## config.mk

```make
export PLATFORM = sky130hd
export DESIGN_NAME = standalone_config
export DESIGN_NICKNAME = d
export VERILOG_FILES = /design/src/standalone_pkg.sv /design/src/strap_decode.sv /design/src/clk_source_select.sv /design/src/standalone_config.sv
export SDC_FILE = /design/constraint.sdc
export NUM_CORES = 1
export LEC_CHECK = 0
export BUFFER_PORTS_ARGS = -buffer_cell sky130_fd_sc_hd__buf_2
export CAP_MARGIN = 15
export CORE_MARGIN = 3
export CORE_UTILIZATION = 47
export CTS_CLUSTER_SIZE = 10
export DETAILED_ROUTE_END_ITERATION = 10
export GPL_TIMING_DRIVEN = 0
export PLACE_DENSITY_LB_ADDON = 0.12
export SLEW_MARGIN = 30
export SYNTH_ARGS = -nofsm -noshare
export SYNTH_HDL_FRONTEND = slang
export SYNTH_SLANG_ARGS = --single-unit
```

## constraint.sdc

```tcl
create_clock -name ref_clk -period 1.45 [get_ports ref_clk]
set_input_delay 0.0725 -clock ref_clk [delete_from_list [all_inputs] [get_ports ref_clk]]
set_output_delay 0.0725 -clock ref_clk [all_outputs]
set_load 0.03 [all_outputs]
```

## src/standalone_pkg.sv

```systemverilog
// Constants, register map and types for standalone strap configuration
package standalone_pkg;

	localparam int ADDR_W = 8;
	localparam int DATA_W = 32;

	// Register byte offsets
	localparam logic [7:0] OFS_GLOBAL_CONFIG  = 8'h00;
	localparam logic [7:0] OFS_CHOP_CONFIG    = 8'h04;
	localparam logic [7:0] OFS_CURRENT_CONFIG = 8'h08;
	localparam logic [7:0] OFS_MODE_STATUS    = 8'h0c;
	localparam logic [7:0] OFS_IRQ_STATUS     = 8'h10;
	localparam logic [7:0] OFS_IRQ_MASK       = 8'h14;
	localparam logic [7:0] OFS_EFFECTIVE      = 8'h18;

	// global_config fields
	localparam int GC_FAULT_BIT = 0;
	localparam int GC_INDEX_BIT = 1;
	localparam int GC_QUIET_BIT = 2;
	localparam int GC_W         = 3;

	// chop and current config fields
	localparam int CH_OFF_TIME_LSB = 0;
	localparam int CH_USTEP_LSB    = 4;
	localparam int CUR_HOLD_LSB    = 0;
	localparam int CUR_RUN_LSB     = 8;

	// mode_status fields
	localparam int MS_STANDALONE_BIT = 0;
	localparam int MS_EXT_CLK_BIT    = 1;
	localparam int MS_SAMPLED_BIT    = 2;
	localparam int MS_STRAP_LSB      = 3;

	// effective fields
	localparam int EF_USTEP_LSB = 0;
	localparam int EF_RUN_LSB   = 4;
	localparam int EF_HOLD_LSB  = 9;
	localparam int EF_OFF_LSB   = 14;
	localparam int EF_QUIET_BIT = 18;
	localparam int EF_FAULT_BIT = 19;
	localparam int EF_INDEX_BIT = 20;

	// Power-on defaults
	localparam logic [2:0] GC_RESET       = 3'h0;
	localparam logic [3:0] OFF_TIME_RESET = 4'h0;
	localparam logic [3:0] USTEP_RESET    = 4'h0;
	localparam logic [4:0] RUN_CUR_RESET  = 5'h10;
	localparam logic [4:0] HOLD_CUR_RESET = 5'h08;

	// Standalone decode values
	localparam logic [3:0] USTEP_CODE_8   = 4'h5;
	localparam logic [4:0] RUN_CUR_BASE   = 5'h10;
	localparam logic [4:0] RUN_CUR_TOP    = 5'h1f;
	localparam logic [3:0] SA_OFF_TIME    = 4'h3;

	// Clock watchdog, in internal oscillator cycles
	localparam logic [5:0] WD_CYCLES = 6'h20;

	// Interrupt status bits
	localparam int IRQ_EXT_CLK = 0;
	localparam int IRQ_INT_CLK = 1;
	localparam int IRQ_FAULT   = 2;
	localparam int IRQ_LOADED  = 3;
	localparam int IRQ_W       = 4;

	typedef enum logic [1:0] {
		CLK_INTERNAL,
		CLK_ARMED,
		CLK_EXTERNAL
	} clk_state_t;

endpackage : standalone_pkg

```

## src/strap_decode.sv

```systemverilog
// Combinational decode of sampled strap levels into drive settings
`timescale 1ns/1ns
module strap_decode
	import standalone_pkg::*;
(
	input  wire logic [6:0] straps,
	output logic      [3:0] ustep_code,
	output logic      [4:0] run_cur,
	output logic            quiet_chop,
	output logic            hold_eq_run
);

	wire [2:0] cur_sel = straps[4:2];

	// Two bits select 8, 16, 32 or 64 microsteps
	assign ustep_code = USTEP_CODE_8 - {2'b00, straps[1:0]};
	// 16 + 2n, top code saturates at the full scale
	assign run_cur = (cur_sel == 3'h7) ? RUN_CUR_TOP
		: RUN_CUR_BASE + {1'b0, cur_sel, 1'b0};
	assign quiet_chop  = straps[5];
	assign hold_eq_run = ~straps[6];

endmodule : strap_decode

```

## src/clk_source_select.sv

```systemverilog
// Internal/external timing reference selection with edge watchdog
`timescale 1ns/1ns
module clk_source_select
	import standalone_pkg::*;
(
	input  wire logic ref_clk,
	input  wire logic rst_n,
	input  wire logic ext_clk_pin,
	output logic      ext_selected,
	output logic      to_ext_pulse,
	output logic      to_int_pulse
);

	clk_state_t state_ff;
	clk_state_t nxt_state;
	logic       prev_ff;
	logic [5:0] wd_cnt_ff;
	logic [5:0] nxt_wd_cnt;
	logic       to_ext_ff;
	logic       to_int_ff;

	wire rise       = ext_clk_pin & ~prev_ff;
	wire wd_expired = wd_cnt_ff > WD_CYCLES;

	assign nxt_wd_cnt = rise ? 6'h00
		: (wd_expired ? wd_cnt_ff : wd_cnt_ff + 6'h01);

	always_comb begin
		nxt_state = state_ff;
		case (state_ff)
			CLK_INTERNAL: if (rise) nxt_state = CLK_ARMED;
			CLK_ARMED: begin
				if (wd_expired) nxt_state = CLK_INTERNAL;
				else if (rise) nxt_state = CLK_EXTERNAL;
			end
			CLK_EXTERNAL: if (wd_expired) nxt_state = CLK_INTERNAL;
			default: nxt_state = CLK_INTERNAL;
		endcase
	end

	// Prev starts high so a pin already high is not an edge
	always_ff @(posedge ref_clk or negedge rst_n) begin
		if (!rst_n) begin
			state_ff  <= CLK_INTERNAL;
			prev_ff   <= 1'b1;
			wd_cnt_ff <= 6'h00;
			to_ext_ff <= 1'b0;
			to_int_ff <= 1'b0;
		end else begin
			state_ff  <= nxt_state;
			prev_ff   <= ext_clk_pin;
			wd_cnt_ff <= nxt_wd_cnt;
			to_ext_ff <= (state_ff != CLK_EXTERNAL)
				&& (nxt_state == CLK_EXTERNAL);
			to_int_ff <= (state_ff == CLK_EXTERNAL)
				&& (nxt_state == CLK_INTERNAL);
		end
	end

	assign ext_selected = (state_ff == CLK_EXTERNAL);
	assign to_ext_pulse = to_ext_ff;
	assign to_int_pulse = to_int_ff;

	////////////////////////////////////////////////////////////////////////////
	property p_second_edge;
		@(posedge ref_clk) disable iff (!rst_n)
		(state_ff == CLK_ARMED) && rise && !wd_expired |=> ext_selected;
	endproperty
	a_second_edge: assert property (p_second_edge)
		else $error("external clock not taken on second edge");

	property p_first_edge;
		@(posedge ref_clk) disable iff (!rst_n)
		(state_ff == CLK_INTERNAL) |=> !ext_selected;
	endproperty
	a_first_edge: assert property (p_first_edge)
		else $error("external clock taken on first edge");

	property p_wd_fallback;
		@(posedge ref_clk) disable iff (!rst_n)
		ext_selected && (wd_cnt_ff == WD_CYCLES) && !rise
			|-> ##2 !ext_selected;
	endproperty
	a_wd_fallback: assert property (p_wd_fallback)
		else $error("watchdog did not fall back to internal clock");

	property p_held_low;
		@(posedge ref_clk) disable iff (!rst_n)
		(!ext_clk_pin) [*8] ##1 (wd_cnt_ff > WD_CYCLES) [*2]
			|-> !ext_selected;
	endproperty
	a_held_low: assert property (p_held_low)
		else $error("external clock kept while input held low");

	c_ext_taken: cover property (@(posedge ref_clk) disable iff (!rst_n)
		$rose(ext_selected));

endmodule : clk_source_select

```

## src/standalone_config.sv

```systemverilog
// Standalone strap configuration, power-on defaults and clock selection
`timescale 1ns/1ns
// Functional notes
// - Standalone when serial select pin low and step/dir mode pin high.
// - Standalone disables both four-wire and single-wire serial interfaces.
// - Standalone forces fault-on-first-diagnostic, open-drain driver error.
// - Standalone forces index-on-second-diagnostic, open-drain index output.
// - Straps 1..0 pick microstep code 5, 4, 3 or 2.
// - Straps 4..2 give run current 16 plus 2n, or 31 at top.
// - Strap 5 low: off time 3; high: quiet chopper enabled.
// - Strap 6 low: hold current equals run current.
// - Power-on reset release loads every configuration register default.
// - Only the monitored-supply reset returns defaults; nothing else does.
// - External clock input held low keeps the internal oscillator.
// - External clock taken only on its second rising edge.
// - Watchdog returns to internal clock after 33 edgeless cycles.
module standalone_config
	import standalone_pkg::*;
(
	input  wire logic              ref_clk,
	input  wire logic              rst_n,
	input  wire logic              serial_sel_pin,
	input  wire logic              step_dir_mode_pin,
	input  wire logic              strap_pin_0,
	input  wire logic              strap_pin_1,
	input  wire logic              strap_pin_2,
	input  wire logic              strap_pin_3,
	input  wire logic              strap_pin_4,
	input  wire logic              strap_pin_5,
	input  wire logic              strap_pin_6,
	input  wire logic              ext_clk_pin,
	input  wire logic              driver_error,
	input  wire logic              mstep_index,
	input  wire logic [ADDR_W-1:0] reg_addr,
	input  wire logic [DATA_W-1:0] reg_wdata,
	input  wire logic              reg_we,
	input  wire logic              reg_re,
	output logic      [DATA_W-1:0] reg_rdata,
	output logic                   standalone_active,
	output logic                   serial_if_en,
	output logic                   single_wire_en,
	output logic                   ext_clk_selected,
	output logic      [3:0]        microstep_res_code,
	output logic      [4:0]        run_current_scale,
	output logic      [4:0]        hold_current_scale,
	output logic      [3:0]        off_time_setting,
	output logic                   quiet_chop_en,
	output logic                   fault_on_first_diagnostic,
	output logic                   index_on_second_diagnostic,
	output logic                   first_diagnostic_out,
	output logic                   first_diagnostic_oe,
	output logic                   second_diagnostic_out,
	output logic                   second_diagnostic_oe,
	output logic                   irq
);

	////////////////////////////////////////////////////////////////////////////
	// Strap capture

	logic             sampled_ff;
	logic       [6:0] straps_ff;
	logic             standalone_ff;

	wire [6:0] strap_pins = {strap_pin_6, strap_pin_5, strap_pin_4,
		strap_pin_3, strap_pin_2, strap_pin_1, strap_pin_0};
	wire pins_standalone = ~serial_sel_pin & step_dir_mode_pin;

	// Levels are caught on the first edge after release, then frozen
	always_ff @(posedge ref_clk or negedge rst_n) begin
		if (!rst_n) begin
			sampled_ff    <= 1'b0;
			straps_ff     <= 7'h00;
			standalone_ff <= 1'b0;
		end else if (!sampled_ff) begin
			sampled_ff    <= 1'b1;
			straps_ff     <= strap_pins;
			standalone_ff <= pins_standalone;
		end
	end

	logic [3:0] dec_ustep;
	logic [4:0] dec_run;
	logic       dec_quiet;
	logic       dec_hold_eq;

	strap_decode u_decode (
		.straps      (straps_ff),
		.ustep_code  (dec_ustep),
		.run_cur     (dec_run),
		.quiet_chop  (dec_quiet),
		.hold_eq_run (dec_hold_eq)
	);

	logic ext_sel;
	logic ev_to_ext;
	logic ev_to_int;

	clk_source_select u_clk (
		.ref_clk      (ref_clk),
		.rst_n        (rst_n),
		.ext_clk_pin  (ext_clk_pin),
		.ext_selected (ext_sel),
		.to_ext_pulse (ev_to_ext),
		.to_int_pulse (ev_to_int)
	);

	////////////////////////////////////////////////////////////////////////////
	// Software registers

	logic [GC_W-1:0]  gc_ff;
	logic [3:0]       off_time_ff;
	logic [3:0]       ustep_ff;
	logic [4:0]       hold_ff;
	logic [4:0]       run_ff;
	logic [IRQ_W-1:0] irq_stat_ff;
	logic [IRQ_W-1:0] irq_mask_ff;

	wire wr_gc   = reg_we && (reg_addr == OFS_GLOBAL_CONFIG);
	wire wr_chop = reg_we && (reg_addr == OFS_CHOP_CONFIG);
	wire wr_cur  = reg_we && (reg_addr == OFS_CURRENT_CONFIG);
	wire wr_stat = reg_we && (reg_addr == OFS_IRQ_STATUS);
	wire wr_mask = reg_we && (reg_addr == OFS_IRQ_MASK);

	// Only the supply-monitor reset clears these; there is no soft reset
	always_ff @(posedge ref_clk or negedge rst_n) begin
		if (!rst_n) begin
			gc_ff       <= GC_RESET;
			off_time_ff <= OFF_TIME_RESET;
			ustep_ff    <= USTEP_RESET;
			hold_ff     <= HOLD_CUR_RESET;
			run_ff      <= RUN_CUR_RESET;
			irq_mask_ff <= '0;
		end else begin
			if (wr_gc)
				gc_ff <= reg_wdata[GC_W-1:0];
			if (wr_chop) begin
				off_time_ff <= reg_wdata[CH_OFF_TIME_LSB +: 4];
				ustep_ff    <= reg_wdata[CH_USTEP_LSB +: 4];
			end
			if (wr_cur) begin
				hold_ff <= reg_wdata[CUR_HOLD_LSB +: 5];
				run_ff  <= reg_wdata[CUR_RUN_LSB +: 5];
			end
			if (wr_mask)
				irq_mask_ff <= reg_wdata[IRQ_W-1:0];
		end
	end

	////////////////////////////////////////////////////////////////////////////
	// Effective settings: straps override registers in standalone mode, except hold current with strap 6 high and off time with strap 5 high

	wire [3:0] nxt_ustep = standalone_ff ? dec_ustep : ustep_ff;
	wire [4:0] nxt_run   = standalone_ff ? dec_run : run_ff;
	wire [4:0] nxt_hold  = (standalone_ff && dec_hold_eq)
		? dec_run : hold_ff;
	wire [3:0] nxt_off   = (standalone_ff && !dec_quiet)
		? SA_OFF_TIME : off_time_ff;
	wire nxt_quiet = standalone_ff ? dec_quiet : gc_ff[GC_QUIET_BIT];
	wire nxt_fault = standalone_ff | gc_ff[GC_FAULT_BIT];
	wire nxt_index = standalone_ff | gc_ff[GC_INDEX_BIT];

	logic [3:0] ustep_eff_ff;
	logic [4:0] run_eff_ff;
	logic [4:0] hold_eff_ff;
	logic [3:0] off_eff_ff;
	logic       quiet_eff_ff;
	logic       fault_eff_ff;
	logic       index_eff_ff;
	logic       first_diagnostic_out_oe_ff;
	logic       second_diagnostic_out_oe_ff;
	logic       err_prev_ff;

	always_ff @(posedge ref_clk or negedge rst_n) begin
		if (!rst_n) begin
			ustep_eff_ff <= USTEP_RESET;
			run_eff_ff   <= RUN_CUR_RESET;
			hold_eff_ff  <= HOLD_CUR_RESET;
			off_eff_ff   <= OFF_TIME_RESET;
			quiet_eff_ff <= GC_RESET[GC_QUIET_BIT];
			fault_eff_ff <= GC_RESET[GC_FAULT_BIT];
			index_eff_ff <= GC_RESET[GC_INDEX_BIT];
			first_diagnostic_out_oe_ff  <= 1'b0;
			second_diagnostic_out_oe_ff  <= 1'b0;
			err_prev_ff  <= 1'b0;
		end else begin
			ustep_eff_ff <= nxt_ustep;
			run_eff_ff   <= nxt_run;
			hold_eff_ff  <= nxt_hold;
			off_eff_ff   <= nxt_off;
			quiet_eff_ff <= nxt_quiet;
			fault_eff_ff <= nxt_fault;
			index_eff_ff <= nxt_index;
			// Open drain: pull low only while signalling
			first_diagnostic_out_oe_ff  <= fault_eff_ff & driver_error;
			second_diagnostic_out_oe_ff  <= index_eff_ff & mstep_index;
			err_prev_ff  <= driver_error;
		end
	end

	assign microstep_res_code         = ustep_eff_ff;
	assign run_current_scale          = run_eff_ff;
	assign hold_current_scale         = hold_eff_ff;
	assign off_time_setting           = off_eff_ff;
	assign quiet_chop_en              = quiet_eff_ff;
	assign fault_on_first_diagnostic  = fault_eff_ff;
	assign index_on_second_diagnostic = index_eff_ff;
	assign first_diagnostic_out       = 1'b0;
	assign second_diagnostic_out      = 1'b0;
	assign first_diagnostic_oe        = first_diagnostic_out_oe_ff;
	assign second_diagnostic_oe       = second_diagnostic_out_oe_ff;
	assign standalone_active          = standalone_ff;
	assign serial_if_en               = ~standalone_ff;
	assign single_wire_en             = ~standalone_ff;
	assign ext_clk_selected           = ext_sel;

	////////////////////////////////////////////////////////////////////////////
	// Interrupts: sticky, write one to clear, set wins over clear

	wire [IRQ_W-1:0] irq_events;
	assign irq_events[IRQ_EXT_CLK] = ev_to_ext;
	assign irq_events[IRQ_INT_CLK] = ev_to_int;
	assign irq_events[IRQ_FAULT]   = driver_error & ~err_prev_ff;
	assign irq_events[IRQ_LOADED]  = ~sampled_ff;

	genvar gi;
	generate
		for (gi = 0; gi < IRQ_W; gi++) begin : g_irq
			wire clr = wr_stat & reg_wdata[gi];
			always_ff @(posedge ref_clk or negedge rst_n) begin
				if (!rst_n)
					irq_stat_ff[gi] <= 1'b0;
				else
					irq_stat_ff[gi] <= irq_events[gi]
						| (irq_stat_ff[gi] & ~clr);
			end
		end
	endgenerate

	assign irq = |(irq_stat_ff & irq_mask_ff);

	////////////////////////////////////////////////////////////////////////////
	// Read path: data stands only in the cycle after the read strobe

	wire [DATA_W-1:0] rd_gc    = {{(DATA_W-GC_W){1'b0}}, gc_ff};
	wire [DATA_W-1:0] rd_chop  = {24'h000000, ustep_ff, off_time_ff};
	wire [DATA_W-1:0] rd_cur   = {19'h00000, run_ff, 3'h0, hold_ff};
	wire [DATA_W-1:0] rd_mode  = {22'h000000, straps_ff, sampled_ff,
		ext_sel, standalone_ff};
	wire [DATA_W-1:0] rd_stat  = {28'h0000000, irq_stat_ff};
	wire [DATA_W-1:0] rd_mask  = {28'h0000000, irq_mask_ff};
	wire [DATA_W-1:0] rd_eff   = {11'h000, index_eff_ff, fault_eff_ff,
		quiet_eff_ff, off_eff_ff, hold_eff_ff, run_eff_ff, ustep_eff_ff};

	wire [DATA_W-1:0] rd_mux =
		(reg_addr == OFS_GLOBAL_CONFIG)  ? rd_gc :
		(reg_addr == OFS_CHOP_CONFIG)    ? rd_chop :
		(reg_addr == OFS_CURRENT_CONFIG) ? rd_cur :
		(reg_addr == OFS_MODE_STATUS)    ? rd_mode :
		(reg_addr == OFS_IRQ_STATUS)     ? rd_stat :
		(reg_addr == OFS_IRQ_MASK)       ? rd_mask :
		(reg_addr == OFS_EFFECTIVE)      ? rd_eff : '0;

	logic [DATA_W-1:0] rdata_ff;

	always_ff @(posedge ref_clk or negedge rst_n) begin
		if (!rst_n)
			rdata_ff <= '0;
		else
			rdata_ff <= reg_re ? rd_mux : '0;
	end

	assign reg_rdata = rdata_ff;

	////////////////////////////////////////////////////////////////////////////
	// Checks

	wire [3:0] exp_ustep = USTEP_CODE_8 - {2'b00, straps_ff[1:0]};
	wire [4:0] exp_run   = (straps_ff[4:2] == 3'h7) ? RUN_CUR_TOP
		: RUN_CUR_BASE + {1'b0, straps_ff[4:2], 1'b0};

	property p_mode_entry;
		@(posedge ref_clk) disable iff (!rst_n)
		$rose(sampled_ff) |->
			standalone_ff == $past(pins_standalone);
	endproperty
	a_mode_entry: assert property (p_mode_entry)
		else $error("standalone mode not taken from mode pins");

	property p_serial_off;
		@(posedge ref_clk) disable iff (!rst_n)
		$rose(standalone_ff) |-> !serial_if_en && !single_wire_en
			##1 !serial_if_en && !single_wire_en;
	endproperty
	a_serial_off: assert property (p_serial_off)
		else $error("serial interfaces left on in standalone");

	property p_diag_forced;
		@(posedge ref_clk) disable iff (!rst_n)
		standalone_ff |=> fault_on_first_diagnostic
			&& index_on_second_diagnostic;
	endproperty
	a_diag_forced: assert property (p_diag_forced)
		else $error("diagnostic roles not forced in standalone");

	property p_first_diagnostic_out_drive;
		@(posedge ref_clk) disable iff (!rst_n)
		standalone_ff && driver_error ##1 driver_error |=>
			first_diagnostic_oe && !first_diagnostic_out;
	endproperty
	a_first_diagnostic_out_drive: assert property (p_first_diagnostic_out_drive)
		else $error("first diagnostic not pulled low on error");

	property p_ustep;
		@(posedge ref_clk) disable iff (!rst_n)
		standalone_ff |=> microstep_res_code == $past(exp_ustep);
	endproperty
	a_ustep: assert property (p_ustep)
		else $error("microstep code does not follow straps");

	property p_run_cur;
		@(posedge ref_clk) disable iff (!rst_n)
		standalone_ff |=> run_current_scale == $past(exp_run);
	endproperty
	a_run_cur: assert property (p_run_cur)
		else $error("run current does not follow straps");

	property p_chopper;
		@(posedge ref_clk) disable iff (!rst_n)
		standalone_ff && !straps_ff[5] |=>
			off_time_setting == SA_OFF_TIME && !quiet_chop_en;
	endproperty
	a_chopper: assert property (p_chopper)
		else $error("cycle chopper settings wrong");

	property p_hold;
		@(posedge ref_clk) disable iff (!rst_n)
		standalone_ff && !straps_ff[6] |=>
			hold_current_scale == run_current_scale;
	endproperty
	a_hold: assert property (p_hold)
		else $error("hold current differs from run current");

	property p_defaults;
		@(posedge ref_clk) disable iff (!rst_n)
		!sampled_ff |-> run_current_scale == RUN_CUR_RESET
			&& off_time_setting == OFF_TIME_RESET
			&& hold_current_scale == HOLD_CUR_RESET;
	endproperty
	a_defaults: assert property (p_defaults)
		else $error("defaults not loaded at reset release");

	property p_straps_frozen;
		@(posedge ref_clk) disable iff (!rst_n)
		sampled_ff |=> $stable(straps_ff) && $stable(standalone_ff);
	endproperty
	a_straps_frozen: assert property (p_straps_frozen)
		else $error("strap levels changed after capture");

	c_standalone: cover property (@(posedge ref_clk) disable iff (!rst_n)
		$rose(standalone_ff));
	c_quiet: cover property (@(posedge ref_clk) disable iff (!rst_n)
		standalone_ff && quiet_chop_en);
	c_irq: cover property (@(posedge ref_clk) disable iff (!rst_n)
		$rose(irq));

endmodule : standalone_config

```

==> results of run 1 <==
power groups by stage:
stage / logic, uW / clock network, uW / registers (uW)
3_5_place_dp: 930 / 0 / 3030
4_1_cts: 1020 / 1960 / 2990
3_3_place_gp: 897 / 0 / 3030
6_report: 1100 / 1910 / 3000
5_1_grt: 1200 / 2070 / 3030
2_1_floorplan: 537 / 0 / 3090
worst register-to-register path, cell delays in order (launching register included):
cell	delay, ps
dfrtp_1	400
inv_1	70
ha_1	140
nor4b_4	260
nand2b_4	230
xnor2_2	120
nor2_1	50
state kept, by name, summed over array words and instances, names as in the netlist, 5 cells and up:
signal / count
reg_rdata: 21
hold_ff: 5
u_clk.wd_cnt_ff: 6
straps_ff: 7
hold_current_scale: 5
run_current_scale: 5
run_ff: 5
kinds of logic (layout without fill, tap and decap cells):
| logic type | count (synthesis) | count (layout) | share of synthesized area [%] |
|---|---|---|---|
| compound gates | 42 | 42 | 6.48 |
| xor+xnor | 4 | 4 | 0.861 |
| fa+ha+maj | 2 | 2 | 0.615 |
| buf+inv | 31 | 159 | 4.30 |
| flops | 94 | 94 | 57.9 |
| mux | 53 | 53 | 14.8 |
| other cells | 2 | 14 | 0.184 |
| simple gates | 110 | 110 | 14.8 |
cells in the mapped netlist, types with 2 or more instances:
| cell type | instances | area, sq um |
|---|---|---|
| a221oi_1 | 2 | 17.5 |
| inv_1 | 7 | 26.3 |
| nor2_1 | 26 | 97.6 |
| or2_2 | 5 | 31.3 |
| o22ai_1 | 4 | 25.0 |
| nand2b_1 | 11 | 68.8 |
| clkbuf_1 | 5 | 18.8 |
| o21ai_0 | 12 | 60.1 |
| and2_1 | 15 | 93.8 |
| nor4_1 | 2 | 12.5 |
| dfstp_2 | 5 | 131 |
| buf_1 | 2 | 7.51 |
| nand4_1 | 2 | 12.5 |
| mux2_2 | 41 | 462 |
| conb_1 | 2 | 7.51 |
| buf_2 | 2 | 10.0 |
| dfrtp_1 | 89 | 2230 |
| and3_1 | 4 | 25.0 |
| nor3_1 | 4 | 20.0 |
| buf_4 | 15 | 113 |
| mux2i_1 | 8 | 80.1 |
| a21oi_1 | 10 | 50.1 |
| nand2_2 | 2 | 12.5 |
| mux2_4 | 4 | 60.1 |
| a21o_1 | 2 | 15.0 |
| nand2_1 | 16 | 60.1 |
| a22oi_1 | 6 | 45.0 |
| nor2b_1 | 11 | 68.8 |
| xor2_1 | 3 | 26.3 |
| ha_1 | 2 | 25.0 |
| nand3_1 | 4 | 20.0 |
layout make-up:
type | count | area, sq um
Fill cell | 677 | 2970
Clock buffer | 12 | 155
Multi-Input combinational cell | 225 | 1650
Tap cell | 105 | 131
Buffer | 23 | 185
Clock inverter | 3 | 67.6
Sequential cell | 94 | 2360
Inverter | 7 | 31.3
Timing Repair Buffer | 114 | 751
routing by layer:
metal | wire length, um | vias up
li1 | - | 1401
met1 | 4000 | 1458
met2 | 4560 | 111
met3 | 625 | 21
met4 | 165 | 2
met5 | 7 | -
through the flow:
stage	setup WS [ps]	hold slack, ps	setup TNS (ps)
after CTS	4.27	19.3	0
after floorplan	0.893	-223	0
after global placement	-562	186	-59280
final	60.6	38.6	0
after global routing	-31.5	25.3	-61.5
after detailed placement	-432	28.8	-10600
final timing paths:
check	from	end	slack [ps]	cells after the start
hold reg to reg	u_clk.to_int_pulse	irq_stat_ff[1]	430	1
max in group asynchronous	rst_n	hold_ff[3]	600	3
setup / recovery	u_clk.wd_cnt_ff[0]	u_clk.wd_cnt_ff[0]	60	6
setup reg to reg	u_clk.wd_cnt_ff[0]	u_clk.wd_cnt_ff[0]	60	6
hold / removal	reg_wdata[1]	off_time_ff[1]	40	2
min in group asynchronous	rst_n	second_diagnostic_oe	210	2
timing repair:
action                                  in CTS  in global routing
endpoints found under the setup margin      18                 10
gates resized for setup                     16                  7
buffers inserted                             0                  6
hold buffers                                23                  0
endpoints found under the hold margin       69                  0
pin swaps                                    0                  0
cloned                                       0                  0
==> run_results.csv, run 1 <==
group,metric,value,unit
status,status,"finished clean",
sta,clock.fmax,720,MHz
power_and_ir_drop,p_switching,1610,uW
drt,drt_wl_total,9360,um
sta,rsz0062_at_grt,"yes",
clocking,clock_latency,350,ps
global_routing,grtUsageMet1,27.1,%
sta,finalSetupViolCount,0,
global_routing,grt_pass1_wl,15200,um
global_routing,antenna_found_initial,1,
final_layout,fin_cells,583,
sta,skew,8.52,ps
final_layout,layout_common_cells,"89 x dfrtp_1, 83 x buf_2, 41 x mux2_2",
clocking,htreeDepth,3,
synth,ys_async_sr_fraction,100,%
setup_path,worstSetupEndpointType,"flip-flop",
final_layout,post-route-util,64.2,%
setup_path,crit_path_max_incr_delay,400,ps
synth,synth_seq_area_share,57.9,%
setup_path,crit_required,1680,ps
clocking,cts-root-buf,"clkbuf_8",
floorplan,dieArea,0.00981,sq mm
synth,syn_area_per_cell,12.0,sq um
setup_path,worstPathMaxFanout,6,
setup_path,arrival,1620,ps
global_routing,grt_max_degree,50,
floorplan,design.core.area,0.00830,sq mm
power_and_ir_drop,swShare,26.8,%
hold_path,min-delay-path-class,"primary input to flip-flop",
synth,synth_warnings,0,
power_and_ir_drop,p_int,4390,uW
synth,synth-main-ff-cell,"dfrtp_1",
floorplan,io_pins,118,
sta,hold_viol,0,
final_layout,area_growth,30.8,%
final_layout,final_common_cell,"dfrtp_1",
drt,viasPerCell,5.13,
synth,synth_edf_count,0,
setup_path,path_cells,"inv_1 -> ha_1 -> nor4b_4 -> nand2b_4 -> xnor2_2 -> nor2_1",
power_and_ir_drop,p_comb_share,18.3,%
final_layout,design_area,0.00533,sq mm
final_layout,drive_above_1_share,40.2,%
power_and_ir_drop,peakVddDrop,0.590,mV
drt,drc,0,
global_routing,use_met2,30.7,%
sta,fin_crit_sh,95.8,%
drt,first_pass_iters,4,
placed_design,dp.cells,540,
drt,antenna_left,0,
global_routing,gr-max-usage-layer,"met2",
clocking,ctsLongestPathBuffers,2,
global_routing,grt-ovfl-total,0,
sta,relSlewSlack,59.6,%
sta,worst_pin_slew,606,ps
drt,wire_per_inst,16.0,um
synth,yosysUniqueCellTypes,46,
global_routing,met3_usage,4.60,%
global_routing,grt_pass1_vias,3019,
sta,slew_violations,0,
synth,syn_inst,338,
power_and_ir_drop,seqPwrFrac,49.9,%
synth,synth-seq-cells,94,
job,cap_violations,0,
sta,period_minus_slack,1390,ps
drt,drt_iter0_markers,227,
clocking,clk_pin_slew,90,ps
setup_path,critical_path.startpoint_type,"flip-flop",
setup_path,cp_num_buf_inv,1,
placed_design,place_congestion,0.869,
setup_path,criticalPathCategory,"flip-flop to flip-flop",
final_layout,antenna_cells,0,
placed_design,port_buffers,84,
synth,syn_area,0.00407,sq mm
clocking,cts_tree,"done",
power_and_ir_drop,pwr-share-clk,31.7,%
global_routing,track_usage,19.8,%
placed_design,postPlaceCellArea,0.00472,sq mm
power_and_ir_drop,p_total,6000,uW
setup_path,critical_path.slowest_cell,"dfrtp_1",
floorplan,initial_core_util,49.1,%
power_and_ir_drop,power_density,1130,mW/mm^2
placed_design,hpwl,6750,um
clocking,clock-sinks,94,
floorplan,rows,33,
clocking,numCtsBuffers,9,
floorplan,die_height,99.1,um
power_and_ir_drop,p_leak,0.00273,uW
drt,num_vias,2993,
floorplan,die_w,99.1,um
setup_path,critPathTopFamily,"simple AND/OR/NAND/NOR gates",
final_layout,fin_nets,532,
Note: power is estimated with default switching activity, not from simulation.
==> run 2, diff against run 1 <==
--- a/config.mk
+++ b/config.mk
@@ -5,6 +5,7 @@
 export SDC_FILE = /design/constraint.sdc
 export NUM_CORES = 1
 export LEC_CHECK = 0
+export ABC_AREA = 1
 export BUFFER_PORTS_ARGS = -buffer_cell sky130_fd_sc_hd__buf_2
 export CAP_MARGIN = 15
 export CORE_MARGIN = 3
==> run 2 against run 1 <==
Against the previous run: total power decreased by 5.8%; global-route usage increased by 0.44 points; final area decreased by 2.3%; highest routed layer is now met4; clock power decreased by 8%; largest cell class unchanged; critical endpoint is now u_clk.wd_cnt_ff[3]; sequential share of layout area increased by 1.1 points; clock-buffer cell count decreased by 1; flip-flop and latch count unchanged; setup slack improved by 26 ps; area after synthesis increased by 0.61%; final cell count increased by 18%.
==> run_results.csv, run 2 <==
group,metric,value,unit
drt,drt_iter0_markers,208,
synth,synth_edf_count,0,
clocking,cts_tree,"done",
synth,yosys.area.top_type,"dfrtp_1",
clocking,clk_pin_slew,90,ps
power_and_ir_drop,p_switching,1610,uW
final_layout,drive_above_1_share,29.6,%
floorplan,design.core.area,0.00834,sq mm
final_layout,antenna_cells,0,
synth,syn_area,0.00410,sq mm
drt,drc,0,
synth,synth_common_cells,"106 x nand2_1, 89 x dfrtp_1, 42 x inv_1, 31 x nand3_1",
global_routing,grt_pass1_wl,15600,um
final_layout,largest_register_ff_count,21,
synth,ys_async_sr_fraction,100,%
floorplan,rows,33,
clocking,ctsLongestPathBuffers,2,
final_layout,final_common_cell,"nand2_1",
synth,synthTopCellsByArea,"dfrtp_1 54%, nand2_1 9.7%, inv_1 3.8%",
synth,synth_seq_area_share,57.6,%
power_and_ir_drop,pwr-share-clk,31.2,%
power_and_ir_drop,p_int,4040,uW
global_routing,grt_pass1_vias,3209,
placed_design,place_congestion,0.880,
synth,yosysUniqueCellTypes,37,
placed_design,port_buffers,85,
final_layout,area_growth,27.1,%
floorplan,die_height,99.4,um
power_and_ir_drop,peakVddDrop,1.05,mV
hold_path,hold_depth,3,
clocking,clock_latency,350,ps
floorplan,die_w,99.4,um
clocking,cts-root-buf,"clkbuf_8",
floorplan,io_pins,118,
power_and_ir_drop,seqPwrFrac,52.2,%
drt,drt_wl_total,9630,um
sta,skew,10.6,ps
sta,period_minus_slack,1360,ps
global_routing,antenna_found_initial,0,
synth,syn_area_per_cell,9.29,sq um
drt,first_pass_iters,5,
sta,hold_viol,0,
sta,worst_pin_slew,504,ps
setup_path,critical_path.startpoint_type,"flip-flop",
sta,clock.fmax,733,MHz
job,cap_violations,0,
hold_path,min-delay-path-class,"primary input to flip-flop",
setup_path,worstSetupEndpointType,"flip-flop",
drt,wire_per_inst,14.0,um
drt,viasPerCell,4.94,
synth,synth_warnings,0,
synth,synth-seq-cells,94,
setup_path,worstPathMaxFanout,10,
final_layout,layout_common_cells,"105 x nand2_1, 88 x dfrtp_1, 87 x buf_2",
drt,antenna_left,0,
clocking,numCtsBuffers,9,
setup_path,criticalPathCategory,"flip-flop to flip-flop",
sta,slew_violations,0,
sta,worst_slack,86.3,ps
floorplan,initial_core_util,49.1,%
setup_path,r2r_cells,8,
setup_path,arrival,1600,ps
sta,relSlewSlack,66.4,%
floorplan,dieArea,0.00987,sq mm
sta,fin_crit_sh,94.0,%
setup_path,crit_required,1680,ps
clocking,htreeDepth,3,
synth,synth-main-ff-cell,"dfrtp_1",
synth,syn_inst,441,
global_routing,track_usage,20.2,%
sta,finalSetupViolCount,0,
status,status,"finished clean",
global_routing,grt-ovfl-total,0,
power_and_ir_drop,swShare,28.5,%
power_and_ir_drop,p_leak,0.00279,uW
drt,num_vias,3386,
global_routing,grt_max_degree,56,
placed_design,pre_cts_slack,19.1,ps
synth,synth_top_area_share,54.4,%
sta,totalNegativeSetupSlack,0,ps
clocking,clock-sinks,94,
power_and_ir_drop,p_comb_share,16.6,%
synth,yosysMostFrequentCell,"nand2_1",
final_layout,fin_nets,634,
placed_design,hpwl,7090,um
power_and_ir_drop,power_density,1090,mW/mm^2
-- run 2: cell types whose count changed after synthesis, moves of 5 or more --
cell and delta:
a22oi_1 -6, and2_1 -14, inv_1 +35, inv_2 +5, mux2_2 -41, mux2i_1 -8, nand2_1 +90, nand2b_1 -11
nand3_1 +27, nor2b_1 -11, o21ai_0 +15, o21ai_1 +11
-- run 2: path summary, 6_finish.rpt --
path / start / to / slack [ps]
max reg2reg: u_clk.wd_cnt_ff[0] / u_clk.wd_cnt_ff[3] / 90
max: u_clk.wd_cnt_ff[0] / u_clk.wd_cnt_ff[3] / 90
min: reg_wdata[3] / hold_ff[3] / 30
max in group asynchronous: rst_n / run_ff[4] / 640
min reg2reg: u_clk.to_int_pulse / irq_stat_ff[1] / 430
min in group asynchronous: rst_n / err_prev_ff / 180
-- run 2: layout make-up --
cell class | instances | area (sq um)
multi-input cells | 285 | 1420
fillers | 725 | 3140
clock inverters | 5 | 57.6
plain buffers | 25 | 191
flip-flops and latches | 94 | 2360
well taps | 105 | 131
clock buffers | 11 | 151
inverters | 49 | 185
repair buffers | 112 | 712
-- run 2: metrics by stage --
step | instance area [sq um] | instances | hold slack, ps | total power, uW | utilization [%]
2_1_floorplan | 4140 | 453 | -223 | 3540 | -
3_3_place_gp | 4700 | 643 | 189 | 3830 | 56.4
3_5_place_dp | 4730 | 644 | 2.84 | 3870 | 56.8
4_1_cts | 5180 | 684 | 20.6 | 5700 | 62.1
5_1_grt | 5200 | 686 | 27.4 | 5950 | 62.4
6_report | 5200 | 686 | 34.0 | 5660 | 62.4
-- run 2: routing by layer --
layer,routed length (um),vias up,GRT usage [%]
met5,0,-,0
met4,201,0,5.57
met3,634,18,5.12
met2,4570,125,32.6
met1,4220,1592,27.3
li1,-,1651,-
-- run 2: cells by family (layout without fill, tap and decap cells) --
logic type	Yosys count	in the layout	share of synthesized area [%]
flip-flops	94	94	57.6
AO/OA/AOI/OAI	72	72	10.0
buffers and inverters	74	202	9.01
other	2	14	0.183
AND/OR/NAND/NOR	194	194	21.5
multiplexers	3	3	1.10
adder cells (fa/ha/maj)	2	2	0.611
-- run 2: power groups by stage --
stage / Sequential, uW / Combinational, uW / Clock, uW
after floorplan: 3070 / 474 / 0
after global placement: 3000 / 827 / 0
after detailed placement: 3000 / 871 / 0
after CTS: 2950 / 927 / 1820
after global routing: 2980 / 1050 / 1920
final: 2950 / 942 / 1760
-- run 2: timing repair --
item / 4_1_cts / 5_1_grt
hold buffers: 23 / 0
setup endpoints to repair: 1 / 3
buffers inserted: 1 / 2
gates resized for setup: 0 / 6
hold endpoints to repair: 106 / 0
-- run 2: worst max-delay path, stage by stage, from the launching register on --
cell     delay, ps
dfrtp_1        420
inv_1          100
ha_1           150
nand4_1        110
nand2_2         90
buf_6          130
nand2_1         70
o21ai_1        140
a21oi_1         50
